==> config.mk <==
export PLATFORM = sky130hd
export DESIGN_NAME = ssp_top
export DESIGN_NICKNAME = d
export VERILOG_FILES = /design/src/ssp_pkg.sv /design/src/ssp_clk_if.sv /design/src/ssp_top.sv /design/src/ssp_clkgen.sv
export SDC_FILE = /design/constraint.sdc
export NUM_CORES = 1
export LEC_CHECK = 0
export BUFFER_PORTS_ARGS = -buffer_cell sky130_fd_sc_hd__buf_2
export CAP_MARGIN = 20
export CELL_PAD_IN_SITES_DETAIL_PLACEMENT = 0
export CELL_PAD_IN_SITES_GLOBAL_PLACEMENT = 2
export CORE_MARGIN = 2
export CORE_UTILIZATION = 29
export DETAILED_ROUTE_END_ITERATION = 6
export PLACE_DENSITY_LB_ADDON = 0.1
export SLEW_MARGIN = 20
export SYNTH_ARGS = -nofsm -noshare
export SYNTH_HDL_FRONTEND = slang
export SYNTH_SLANG_ARGS = --single-unit
export TNS_END_PERCENT = 20
==> constraint.sdc <==
create_clock -name aclk -period 3.3 [get_ports aclk]
set_clock_uncertainty 0.15 [all_clocks]
set_input_delay 0.66 -clock aclk [delete_from_list [all_inputs] [get_ports aclk]]
set_output_delay 0.66 -clock aclk [all_outputs]
set_load 0.02 [all_outputs]
==> src/ssp_pkg.sv <==
// Shared constants of the serial port
package ssp_pkg;
    // Register indices; the AXI byte address is four times the index
    localparam logic [15:0] IDX_CTRL      = 16'hff70;
    localparam logic [15:0] IDX_MODE      = 16'hff71;
    localparam logic [15:0] IDX_DATA_LO   = 16'hff72;
    localparam logic [15:0] IDX_DATA_HI   = 16'hff73;
    localparam logic [15:0] IDX_IRQ_MASK  = 16'hffe3;
    localparam logic [15:0] IDX_IRQ_FLAG  = 16'hfff3;
    localparam int          ADDR_W        = 18;

    // Control register fields
    localparam int CTRL_FUNC_SEL = 0;
    localparam int CTRL_TRIGGER  = 1;
    localparam int CTRL_OUT_EN   = 2;
    // Mode register fields
    localparam int MODE_LO       = 0;
    localparam int MODE_HI       = 1;
    localparam int MODE_PHASE    = 2;
    localparam int MODE_ORDER    = 3;
    // Mask and flag bit
    localparam int IRQ_BIT       = 0;

    // Clock mode field encodings
    localparam logic [1:0] CLK_OSC      = 2'h3;
    localparam logic [1:0] CLK_OSC_DIV2 = 2'h2;
    localparam logic [1:0] CLK_TIMER    = 2'h1;
    localparam logic [1:0] CLK_SLAVE    = 2'h0;

    // Values after reset, and the last bit count
    localparam logic [3:0] MODE_RESET   = 4'h0;
    localparam logic [7:0] DATA_RESET   = 8'h00;
    localparam logic [2:0] CNT_RESET    = 3'h0;
    localparam logic [2:0] CNT_LAST     = 3'h7;

    // Shared port pin positions
    localparam int PIN_SIN   = 0;
    localparam int PIN_SERIAL_OUT_PIN  = 1;
    localparam int PIN_SCLK  = 2;
    localparam int PIN_READY = 3;

    localparam logic [1:0] RESP_OKAY   = 2'h0;
    localparam logic [1:0] RESP_SLVERR = 2'h2;
endpackage

==> src/ssp_clk_if.sv <==
// Port core to clock generator signals
`timescale 1ns/100ps
interface ssp_clk_if;
    logic       start;     // Begin an 8-pulse burst
    logic [1:0] mode;      // Clock mode field
    logic       osc_rise;  // Oscillator rising edge seen
    logic       osc_fall;  // Oscillator falling edge seen
    logic       tmr_tick;  // Timer channel one underflow
    logic       lvl;       // Generated clock pin level
    logic       running;   // Burst in progress

    modport core (output start, output mode, output osc_rise, output osc_fall,
                  output tmr_tick, input lvl, input running);
    modport gen  (input start, input mode, input osc_rise, input osc_fall,
                  input tmr_tick, output lvl, output running);
endinterface

==> src/ssp_top.sv <==
// Synchronous 8-bit serial port with AXI4-Lite register access
//
// What this block does
// RULE1 - One 8-bit shift register serves both directions.
// RULE2 - Mode 11 osc, 10 osc/2, 01 timer, 00 slave.
// RULE3 - Timer clock is timer one underflow halved.
// RULE4 - Software starts the timer before a timer-clocked transfer.
// RULE5 - Reset selects slave mode with external clock.
// RULE6 - Master drives the clock pin; slave reads it.
// RULE7 - Master stops after eight pulses, clock pin held high.
// RULE8 - Slave takes eight pulses per transfer, ignores more.
// RULE9 - Done after eight counted shift clock cycles.
// RULE10 - Load both nibbles, write trigger; data shifts out with clock.
// RULE11 - Negative polarity: output changes on falling edge.
// RULE12 - Negative polarity: shift on fall if phase one, else rise.
// RULE13 - Positive polarity: output changes on rising edge.
// RULE14 - Positive polarity: shift on rise if phase one, else fall.
// RULE15 - Build-time polarity shared by clock and ready.
// RULE16 - Done flag sets whatever the mask; request only when unmasked.
// RULE17 - Input bits are sampled into the register with the clock.
// RULE18 - Serial output floats unless output enable is one.
// RULE19 - Shared pins are general I/O until function select is set.
// RULE20 - Slave mode drives a ready output to the master.
// RULE21 - Capture edge follows polarity and phase like shifting.
// RULE22 - Ready on at trigger; off at active clock or high nibble access.
// RULE23 - Bit order zero shifts LSB first, one MSB first.
// RULE24 - Trigger restarts the three-bit clock counter.
// RULE25 - Trigger writes during a transfer are ignored.
`timescale 1ns/100ps
module ssp_top
    import ssp_pkg::*;
#(
    parameter bit POSITIVE_POL = 1'b0 // Clock and ready polarity
)(
    input  wire logic              aclk, // System clock, 250 MHz
    input  wire logic              aresetn, // Synchronous reset, active low
    input  wire logic [ADDR_W-1:0] s_axi_awaddr, // AW address
    input  wire logic              s_axi_awvalid, // AW valid
    output logic                   s_axi_awready, // AW ready
    input  wire logic [31:0]       s_axi_wdata, // W data
    input  wire logic [3:0]        s_axi_wstrb, // W strobes
    input  wire logic              s_axi_wvalid, // W valid
    output logic                   s_axi_wready, // W ready
    output logic [1:0]             s_axi_bresp, // B response
    output logic                   s_axi_bvalid, // B valid
    input  wire logic              s_axi_bready, // B ready
    input  wire logic [ADDR_W-1:0] s_axi_araddr, // AR address
    input  wire logic              s_axi_arvalid, // AR valid
    output logic                   s_axi_arready, // AR ready
    output logic [31:0]            s_axi_rdata, // R data
    output logic [1:0]             s_axi_rresp, // R response
    output logic                   s_axi_rvalid, // R valid
    input  wire logic              s_axi_rready, // R ready
    input  wire logic              low_speed_oscillator, // Oscillator pin
    input  wire logic              timer1_underflow, // Timer one underflow
    input  wire logic [3:0]        shared_port_pins_in, // Pin levels
    output logic [3:0]             shared_port_pins_out, // Pin drive
    output logic [3:0]             shared_port_pins_oe, // Pin enables
    input  wire logic [3:0]        gpio_out, // GPIO drive
    input  wire logic [3:0]        gpio_oe, // GPIO enables
    output logic [3:0]             gpio_in, // Synced pin levels
    output logic                   transfer_irq // Done request
);
    ssp_clk_if cif ();

    // Input synchronisers
    logic [3:0] pin_s1_reg;
    logic [3:0] pin_s2_reg;
    logic       osc_s1_reg;
    logic       osc_s2_reg;
    logic       osc_prev_reg;

    // Registers
    logic       func_sel_reg;
    logic       out_en_reg;
    logic [3:0] mode_reg;
    logic [7:0] shift_reg;
    logic       mask_reg;
    logic       flag_reg;
    logic       busy_reg;
    logic [2:0] bit_cnt_reg;
    logic       out_bit_reg;
    logic       ready_reg;
    logic       lvl_prev_reg;

    // AXI state
    logic        aw_held_reg;
    logic [15:0] aw_idx_reg;
    logic        w_held_reg;
    logic [7:0]  w_byte_reg;
    logic        w_en_reg;
    logic        bvalid_reg;
    logic [1:0]  bresp_reg;
    logic        rvalid_reg;
    logic [31:0] rdata_reg;
    logic [1:0]  rresp_reg;

    genvar gi;
    generate
        for (gi = 0; gi < 4; gi++) begin : g_sync
            always_ff @(posedge aclk) begin
                if (!aresetn) begin
                    pin_s1_reg[gi] <= 1'b0;
                    pin_s2_reg[gi] <= 1'b0;
                end else begin
                    pin_s1_reg[gi] <= shared_port_pins_in[gi];
                    pin_s2_reg[gi] <= pin_s1_reg[gi];
                end
            end
        end
    endgenerate

    always_ff @(posedge aclk) begin
        if (!aresetn) begin
            osc_s1_reg   <= 1'b0;
            osc_s2_reg   <= 1'b0;
            osc_prev_reg <= 1'b0;
        end else begin
            osc_s1_reg   <= low_speed_oscillator;
            osc_s2_reg   <= osc_s1_reg;
            osc_prev_reg <= osc_s2_reg;
        end
    end

    // Decoded mode and clock edges
    logic master;
    logic phase;
    logic msb_first;
    logic lvl;
    logic rise;
    logic fall;
    logic lead_edge;
    logic shift_edge;
    logic active_lvl;
    logic shift_out_bit;

    assign master        = mode_reg[MODE_HI:MODE_LO] != CLK_SLAVE; // RULE2
    assign phase         = mode_reg[MODE_PHASE];
    assign msb_first     = mode_reg[MODE_ORDER];
    assign lvl           = master ? cif.lvl : pin_s2_reg[PIN_SCLK]; // RULE6
    assign rise          = lvl & ~lvl_prev_reg;
    assign fall          = ~lvl & lvl_prev_reg;
    assign lead_edge     = POSITIVE_POL ? rise : fall; // RULE11 RULE13 RULE15
    // Shift and capture share one edge
    assign shift_edge    = phase ? lead_edge : (POSITIVE_POL ? fall : rise); // RULE12 RULE14 RULE21
    assign active_lvl    = POSITIVE_POL ? lvl : ~lvl; // RULE15
    assign shift_out_bit = msb_first ? shift_reg[7] : shift_reg[0]; // RULE23

    assign cif.mode     = mode_reg[MODE_HI:MODE_LO];
    assign cif.osc_rise = osc_s2_reg & ~osc_prev_reg;
    assign cif.osc_fall = ~osc_s2_reg & osc_prev_reg;
    assign cif.tmr_tick = timer1_underflow;

    ssp_clkgen u_clkgen (
        .aclk    (aclk),
        .aresetn (aresetn),
        .cif     (cif)
    );

    // Register access decode
    logic        do_write;
    logic        wr_ctrl;
    logic        wr_mode;
    logic        wr_lo;
    logic        wr_hi;
    logic        wr_mask;
    logic        wr_flag;
    logic        wr_hit;
    logic [15:0] rd_idx;
    logic        rd_take;
    logic        rd_hi;
    logic        trig;

    assign do_write = aw_held_reg & w_held_reg & ~bvalid_reg;
    assign wr_ctrl  = do_write & w_en_reg & (aw_idx_reg == IDX_CTRL);
    assign wr_mode  = do_write & w_en_reg & (aw_idx_reg == IDX_MODE);
    assign wr_lo    = do_write & w_en_reg & (aw_idx_reg == IDX_DATA_LO);
    assign wr_hi    = do_write & w_en_reg & (aw_idx_reg == IDX_DATA_HI);
    assign wr_mask  = do_write & w_en_reg & (aw_idx_reg == IDX_IRQ_MASK);
    assign wr_flag  = do_write & w_en_reg & (aw_idx_reg == IDX_IRQ_FLAG);
    assign wr_hit   = aw_idx_reg inside {IDX_CTRL, IDX_MODE, IDX_DATA_LO,
        IDX_DATA_HI, IDX_IRQ_MASK, IDX_IRQ_FLAG};
    assign rd_idx   = s_axi_araddr[ADDR_W-1:2];
    assign rd_take  = s_axi_arvalid & ~rvalid_reg;
    assign rd_hi    = rd_take & (rd_idx == IDX_DATA_HI);
    assign trig     = wr_ctrl & w_byte_reg[CTRL_TRIGGER] & ~busy_reg; // RULE10 RULE25

    // AXI write: address and data in either order
    always_ff @(posedge aclk) begin
        if (!aresetn) begin
            aw_held_reg <= 1'b0;
            aw_idx_reg  <= 16'h0000;
        end else if (s_axi_awvalid && s_axi_awready) begin
            aw_held_reg <= 1'b1;
            aw_idx_reg  <= s_axi_awaddr[ADDR_W-1:2];
        end else if (do_write) begin
            aw_held_reg <= 1'b0;
        end
    end

    always_ff @(posedge aclk) begin
        if (!aresetn) begin
            w_held_reg <= 1'b0;
            w_byte_reg <= 8'h00;
            w_en_reg   <= 1'b0;
        end else if (s_axi_wvalid && s_axi_wready) begin
            w_held_reg <= 1'b1;
            w_byte_reg <= s_axi_wdata[7:0];
            w_en_reg   <= s_axi_wstrb[0];
        end else if (do_write) begin
            w_held_reg <= 1'b0;
        end
    end

    always_ff @(posedge aclk) begin
        if (!aresetn) begin
            bvalid_reg <= 1'b0;
            bresp_reg  <= RESP_OKAY;
        end else if (do_write) begin
            bvalid_reg <= 1'b1;
            bresp_reg  <= wr_hit ? RESP_OKAY : RESP_SLVERR;
        end else if (s_axi_bready) begin
            bvalid_reg <= 1'b0;
        end
    end

    assign s_axi_awready = ~aw_held_reg & ~bvalid_reg;
    assign s_axi_wready  = ~w_held_reg & ~bvalid_reg;
    assign s_axi_bvalid  = bvalid_reg;
    assign s_axi_bresp   = bresp_reg;

    // AXI read: data one cycle after address
    always_ff @(posedge aclk) begin
        if (!aresetn) begin
            rvalid_reg <= 1'b0;
            rdata_reg  <= 32'h0000_0000;
            rresp_reg  <= RESP_OKAY;
        end else if (rd_take) begin
            rvalid_reg <= 1'b1;
            rresp_reg  <= RESP_OKAY;
            case (rd_idx)
                IDX_CTRL:     rdata_reg <= {29'h0, out_en_reg, busy_reg, func_sel_reg};
                IDX_MODE:     rdata_reg <= {28'h0, mode_reg};
                IDX_DATA_LO:  rdata_reg <= {28'h0, shift_reg[3:0]};
                IDX_DATA_HI:  rdata_reg <= {28'h0, shift_reg[7:4]};
                IDX_IRQ_MASK: rdata_reg <= {31'h0, mask_reg};
                IDX_IRQ_FLAG: rdata_reg <= {31'h0, flag_reg};
                default: begin
                    rdata_reg <= 32'h0000_0000;
                    rresp_reg <= RESP_SLVERR;
                end
            endcase
        end else if (s_axi_rready) begin
            rvalid_reg <= 1'b0;
        end
    end

    assign s_axi_arready = ~rvalid_reg;
    assign s_axi_rvalid  = rvalid_reg;
    assign s_axi_rdata   = rdata_reg;
    assign s_axi_rresp   = rresp_reg;

    // Configuration registers
    always_ff @(posedge aclk) begin
        if (!aresetn) begin
            func_sel_reg <= 1'b0; // RULE19
            out_en_reg   <= 1'b0;
        end else if (wr_ctrl) begin
            func_sel_reg <= w_byte_reg[CTRL_FUNC_SEL]; // RULE19
            out_en_reg   <= w_byte_reg[CTRL_OUT_EN];
        end
    end

    always_ff @(posedge aclk) begin
        if (!aresetn) begin
            mode_reg <= MODE_RESET; // RULE5
        end else if (wr_mode) begin
            mode_reg <= w_byte_reg[3:0];
        end
    end

    always_ff @(posedge aclk) begin
        if (!aresetn) begin
            mask_reg <= 1'b0;
        end else if (wr_mask) begin
            mask_reg <= w_byte_reg[IRQ_BIT];
        end
    end

    assign cif.start = trig & master;

    // Transfer sequencing
    always_ff @(posedge aclk) begin
        if (!aresetn) begin
            lvl_prev_reg <= 1'b1;
        end else begin
            lvl_prev_reg <= lvl;
        end
    end

    always_ff @(posedge aclk) begin
        if (!aresetn) begin
            busy_reg    <= 1'b0;
            bit_cnt_reg <= CNT_RESET;
        end else if (trig) begin
            busy_reg    <= 1'b1;
            bit_cnt_reg <= CNT_RESET; // RULE24
        end else if (busy_reg && shift_edge) begin
            bit_cnt_reg <= bit_cnt_reg + 3'h1;
            if (bit_cnt_reg == CNT_LAST) begin
                busy_reg <= 1'b0; // RULE8 RULE9
            end
        end
    end

    always_ff @(posedge aclk) begin
        if (!aresetn) begin
            shift_reg <= DATA_RESET;
        end else if (busy_reg && shift_edge) begin
            if (msb_first) begin
                shift_reg <= {shift_reg[6:0], pin_s2_reg[PIN_SIN]}; // RULE1 RULE17 RULE23
            end else begin
                shift_reg <= {pin_s2_reg[PIN_SIN], shift_reg[7:1]}; // RULE1 RULE17 RULE23
            end
        end else if (!busy_reg && wr_lo) begin
            shift_reg[3:0] <= w_byte_reg[3:0]; // RULE10
        end else if (!busy_reg && wr_hi) begin
            shift_reg[7:4] <= w_byte_reg[3:0]; // RULE10
        end
    end

    // Output bit moves on the leading edge
    always_ff @(posedge aclk) begin
        if (!aresetn) begin
            out_bit_reg <= 1'b0;
        end else if (trig) begin
            out_bit_reg <= 1'b0;
        end else if (busy_reg && lead_edge) begin
            out_bit_reg <= shift_out_bit; // RULE11 RULE13
        end
    end

    // Set beats a same-cycle clear
    always_ff @(posedge aclk) begin
        if (!aresetn) begin
            flag_reg <= 1'b0;
        end else if (busy_reg && shift_edge && bit_cnt_reg == CNT_LAST) begin
            flag_reg <= 1'b1; // RULE16
        end else if (wr_flag && w_byte_reg[IRQ_BIT]) begin
            flag_reg <= 1'b0;
        end
    end

    assign transfer_irq = flag_reg & mask_reg; // RULE16

    // Slave ready
    always_ff @(posedge aclk) begin
        if (!aresetn) begin
            ready_reg <= 1'b0;
        end else if (trig && !master) begin
            ready_reg <= 1'b1; // RULE22
        end else if ((!master && active_lvl) || wr_hi || rd_hi) begin
            ready_reg <= 1'b0; // RULE22
        end
    end

    // Pin mux
    always_comb begin
        shared_port_pins_out = gpio_out;
        shared_port_pins_oe  = gpio_oe;
        if (func_sel_reg) begin
            shared_port_pins_out[PIN_SIN]  = 1'b0;
            shared_port_pins_oe[PIN_SIN]   = 1'b0;
            shared_port_pins_out[PIN_SERIAL_OUT_PIN] = out_bit_reg;
            shared_port_pins_oe[PIN_SERIAL_OUT_PIN]  = out_en_reg; // RULE18
            shared_port_pins_out[PIN_SCLK] = cif.lvl; // RULE6 RULE7
            shared_port_pins_oe[PIN_SCLK]  = master; // RULE6
            if (!master) begin
                shared_port_pins_out[PIN_READY] = POSITIVE_POL ? ready_reg : ~ready_reg; // RULE15 RULE20
                shared_port_pins_oe[PIN_READY]  = 1'b1; // RULE20
            end
        end
    end

    assign gpio_in = pin_s2_reg;
endmodule

==> src/ssp_clkgen.sv <==
// Master shift clock generator with 8-pulse burst
`timescale 1ns/100ps
module ssp_clkgen
    import ssp_pkg::*;
(
    input  wire logic aclk,     // System clock
    input  wire logic aresetn,  // Synchronous reset, active low
    ssp_clk_if.gen    cif       // Link to the port core
);
    logic       lvl_reg;
    logic       run_reg;
    logic [2:0] pulse_cnt_reg;
    logic       tick;

    // One tick per half period
    always_comb begin
        case (cif.mode)
            CLK_OSC:      tick = cif.osc_rise | cif.osc_fall; // RULE2
            CLK_OSC_DIV2: tick = cif.osc_rise; // RULE2
            CLK_TIMER:    tick = cif.tmr_tick; // RULE3
            default:      tick = 1'b0;
        endcase
    end

    always_ff @(posedge aclk) begin
        if (!aresetn) begin
            lvl_reg       <= 1'b1;
            run_reg       <= 1'b0;
            pulse_cnt_reg <= CNT_RESET;
        end else if (cif.start) begin
            lvl_reg       <= 1'b1;
            run_reg       <= 1'b1;
            pulse_cnt_reg <= CNT_RESET;
        end else if (run_reg && tick) begin
            lvl_reg <= ~lvl_reg;
            if (!lvl_reg) begin
                pulse_cnt_reg <= pulse_cnt_reg + 3'h1;
                if (pulse_cnt_reg == CNT_LAST) begin
                    run_reg <= 1'b0; // RULE7
                end
            end
        end
    end

    assign cif.lvl     = lvl_reg;
    assign cif.running = run_reg;
endmodule

======== Yosys cells after proc, flatten, opt, wreduce, memory -nomap -nowiden ========
Index checks and enable logic that the tools add are counted.
storage, ports and cells
  register bits ........................... 100
  bits of input ports ..................... 93
  output and inout bits ................... 54
  word-level logic and storage cells ...... 161
operators by class
  $add $sub $neg .......................... 2
  equal/unequal tests ..................... 19
  mux-type cells .......................... 34
  bitwise logic cells ..................... 34
  reductions and logical operators ........ 36
operators by type and width
  operator                                       number
  == test 16 bit, second input constant          12
  nonzero test 2 bit                             13
  one-hot mux 4 bit (6 select lines)             1
  2-to-1 mux 1 bit                               23
  bitwise AND 1 bit                              21
  2-to-1 mux 4 bit                               5
  2-to-1 mux 8 bit                               2
  NOT 1 bit                                      12
  logical AND 1 bit                              11
  adder 3 x 1 -> 3 bit, second input constant    2
  == test 3 bit, second input constant           2
  AND reduction 2 bit                            3
  nonzero test 6 bit                             1
  OR reduction 6 bit                             1
  == test 2 bit, second input constant           2
  2-to-1 mux 2 bit                               2
  != test 2 bit, second input constant           2
  OR reduction 2 bit                             2
  one-hot mux 1 bit (3 select lines)             1
  AND reduction 3 bit                            1
  == test 2 x 1 -> 1 bit, second input constant  1
  zero test 1 bit                                2
  logical OR 1 bit                               2
  OR 1 bit                                       1

======== Longest topological paths before layout ========
  word-level depth ........................ 9
  mapped depth ............................ 7
  mapped depth without buffers ............ 7

======== Hierarchy ========
Synthesis repeated with hierarchy kept, for this count alone.
unflattened totals
  cells, all modules ...................... 391
  area total of the unflattened synthesis .. 3662.3 sq um
modules (own cells, without submodules)
  module      times used  cells an instance  area each (sq um)  seq. area each (sq um)
  ssp_top     1           364                3378.2             1301.2
  ssp_clkgen  1           27                 284.0              100.1

======== Least setup slack after synthesis ========
OpenSTA, ideal clock, no wires.
  path kind ............................... register to register
  start point ............................. reg bvalid_reg (netlist: s_axi_bvalid)
  end point ............................... reg mode_reg[0]
  setup time .............................. 0.116 ns
  arrival time ............................ 1.814 ns
  data required time ...................... 3.034 ns
  path slack .............................. 1.219 ns
  cell stages (with the launch flop) ...... 7
  path buffers ............................ 1
  period minus slack after synthesis ...... 2.081 ns
  path through ............................ dfxtp_1 > nand3b_1 > or4_4 > buf_6 > nor4b_4 > mux2i_1 > nor2b_1
on the way
  word-level cells in the longest chain between the ends .. 4
RTL lines
  what                            line            text
  start: declaration              ssp_top.sv:92   logic bvalid_reg;
  start signal: assignment        ssp_top.sv:217  bvalid_reg <= 1'b0;
  start signal: assignment        ssp_top.sv:220  bvalid_reg <= 1'b1;
  start signal: assignment        ssp_top.sv:223  bvalid_reg <= 1'b0;
  NOT 1 bit                       ssp_top.sv:174  assign do_write = aw_held_reg & w_held_reg & ~bvalid_reg;
  bitwise AND 1 bit               ssp_top.sv:174
  bitwise AND 1 bit (2 in a row)  ssp_top.sv:176  assign wr_mode = do_write & w_en_reg & (aw_idx_reg == IDX_MODE);
  end signal: assignment          ssp_top.sv:278  mode_reg <= w_byte_reg[3:0];
  end: declaration                ssp_top.sv:76   logic [3:0] mode_reg;
Every way passes these cells.
A chain may end at the register's enable or synchronous reset.

======== Worst setup path after layout ========
  start point ............................. reg mode_reg[1]
  end point ............................... out shared_port_pins_out[3]
on the way
  word-level cells in the longest chain between the ends .. 3
RTL lines
  what                line            text
  nonzero test 2 bit  ssp_top.sv:137  assign master = mode_reg[MODE_HI:MODE_LO] != CLK_SLAVE;
  2-to-1 mux 1 bit    ssp_top.sv:378  if (!master) begin
  2-to-1 mux 4 bit    ssp_top.sv:371  if (func_sel_reg) begin
  end: declaration    ssp_top.sv:57   output logic [3:0] shared_port_pins_out,
Every way passes these cells.

==> metrics.yaml <==
routabilityCongestion: 0.731
yosys.area.top_type: "dfxtp_1"
cts_buffers: 9
drcViolationCount: 0
coreArea_sq_mm: 0.0116
syn_inst: 386
worstReg2RegStart: "s_axi_bvalid"
drt-met1-wl_mm: 4.24
startpoint: "mode_reg[1]"
yosysUniqueCellTypes: 49
finalCritPeriodShare_pct: 71.4
hold_start: "pin_s1_reg[3]"
netlist_area_sq_mm: 0.00347
clkTransAtPathRegs_ns: 0.06
die_width_um: 113
path_class: "register to primary output"
yosys-top-cells-area: "dfxtp_1, mux2i_1, buf_4, nand2_1, a21boi_0"
power.switching_mw: 0.512
clkSinkCount: 70
crit_fanout: 9
crit_end: "shared_port_pins_out[3]"
cts_hold_buffers: 0
ys_ff_latch: 70
antenna-diode-count: 0
die_area_sq_mm: 0.0129
fin_tns_setup_ns: 0
hpwl_mm: 6.24
maxCapViolCount: 0
drt-total-wl_mm: 8.49
fin_area_sq_mm: 0.00420
power_frac_comb_pct: 9.0
viasPerCell: 4.59
timing.rr.end: "mode_reg[3]"
p_per_area_mw_per_mm2: 510
initialDrtViolationCount: 118
run_status: "finished clean"
swShare_pct: 23.9
clock_path_buffers: 2
ys.flop_type: "dfxtp_1"
max_slew_margin_pct: 58.8
wl_met2_mm: 3.69
synth_warnings: 0
hold_violations: 0
internal_power_mw: 1.63
power.share.clock_pct: 48.9
antenna_found_initial: 0
crit_path_end_kind: "primary output"
setup_viol: 0
largest_reg_flops: 16
leakagePower_nw: 1.69
vdd_drop_max_v: 0.000285
wl_met3_um: 438
fmax_ghz: 0.424
grt_pass1_vias: 2650
rows: 39
synthArstFlopShare_pct: 0
root_buffer: "clkbuf_16"
worstPathRequired_ns: 2.49
top_layer: "met4"
syn_area_per_cell_sq_um: 9.00
slew_violations: 0
worst_pin_slew_ns: 0.614
cts_setup_buffers: 0
seq_area_frac_synth_pct: 40.3
area_growth_pct: 20.8
track_usage_pct: 13.5
io_pins: 147
drive_gt1_share_pct: 24.4
initial_core_util_pct: 30.0
synth_edf_count: 0
min_path_type: "register to register"
firstDrtPassIters: 4
grt_pass1_wl_mm: 13.6
gr-total-overflow: 0
grt_setup_unrepaired: "false"
drtAntennaViolNets: 0
worstSkewPairLatency_ns: 0.33
num_vias: 2785
reg2regPathDepth: 5
cp-start-kind: "register"
grt_max_degree: 61
htree_levels: 3
place_area_sq_mm: 0.00387
arrival_ns: 1.55
wire_per_inst_um: 14.0
die_y_um: 113
nNetsFinal: 557
seqPwrFrac_pct: 42.2
rrSetupSlack_ns: 1.07
synth.top_cell.area_share_pct: 40.3
cts_resized: 0
portBuffers: 81
cts_tree: "built"
post-route-min-period_ns: 2.36
min_delay_path_depth: 1
[cell type report]
type	count	area (sq um)
clock buffers	10	239
clock inverters	6	85.1
fillers	1246	7370
inverters	9	33.8
multi-input cells	286	1840
flip-flops and latches	70	1400
well taps	143	179
repair buffers	83	420
[kinds of logic (layout without fill, tap and decap cells)]
| logic type | Yosys count | after routing | synth area share (%) |
|---|---|---|---|
| AO/OA/AOI/OAI | 70 | 70 | 14.2 |
| XOR/XNOR | 2 | 2 | 0.504 |
| flip-flops | 70 | 70 | 40.3 |
| other | 1 | 30 | 0.108 |
| multiplexers | 31 | 31 | 10.2 |
| adder cells (fa/ha/maj) | 5 | 5 | 1.80 |
| AND/OR/NAND/NOR | 148 | 148 | 23.0 |
| buffers and inverters | 59 | 108 | 9.87 |
[metal layers]
| layer | global-route usage (%) | vias to the layer above |
|---|---|---|
| met4 | 4.88 | 0 |
| met3 | 3.83 | 11 |
| met5 | 0 | - |
| met2 | 20.6 | 75 |
| li1 | - | 1423 |
| met1 | 18.4 | 1276 |
[per-stage QoR]
step / std cells / util, % / power, mW / setup slack, ns / hold slack [ns]
floorplan: 415 / - / 1.07 / 1.22 / 0.262
global placement: 591 / 33.5 / 1.11 / 0.958 / 0.268
detailed placement: 591 / 33.5 / 1.12 / 0.959 / 0.269
CTS: 607 / 36.3 / 2.18 / 0.882 / 0.284
global route: 607 / 36.3 / 2.24 / 0.794 / 0.299
finish: 607 / 36.3 / 2.14 / 0.943 / 0.279
[worst min path at each step]
stage	end	slack [ns]
global placement	gpio_in[1]	0.27
CTS	gpio_in[2]	0.28
global route	gpio_in[3]	0.30
finish	gpio_in[3]	0.28
floorplan	gpio_in[0]	0.26
detailed placement	gpio_in[2]	0.27
[worst max-delay path, cell delays in order (launching register included)]
cell     delay (ns)
dfxtp_1        0.39
nor2_1         0.29
nand2_1        0.16
o21ai_0        0.18
buf_2          0.19
[cells in the final DEF (no fill, tap or decap), drive strengths merged, types with 7 or more instances in the layout]
cell and n:
nor2b 17, buf 83, mux2i 23, nor2 16, a21boi 26, conb 30
clkbuf 10, a2bb2oi 7, nand3 8, dfxtp 70, nand2 54, o21ai 14
and2 15, inv 9
[cells in the mapped netlist, drive strengths merged (3+ instances only)]
library cell	count
mux4	3
clkbuf	17
nor4	5
nand2b	5
mux2i	23
nor3	5
o21ai	14
and2	15
buf	33
a31oi	4
nand4bb	3
ha	5
a21oi	5
nand3b	5
a2bb2oi	7
mux2	5
a21boi	26
nand2	54
nor2b	17
inv	9
a22oi	3
o21a	4
nor2	16
nand3	8
dfxtp	70
nand4	4
[power by group through the flow]
| stage | sequential [mW] | clock [mW] | combinational (mW) |
|---|---|---|---|
| 3_5_place_dp | 0.921 | 0 | 0.195 |
| 2_1_floorplan | 0.917 | 0 | 0.153 |
| 5_1_grt | 0.907 | 1.12 | 0.214 |
| 3_3_place_gp | 0.921 | 0 | 0.193 |
| 4_1_cts | 0.903 | 1.08 | 0.195 |
| 6_report | 0.903 | 1.05 | 0.192 |
(Power assumes the default switching activity.)
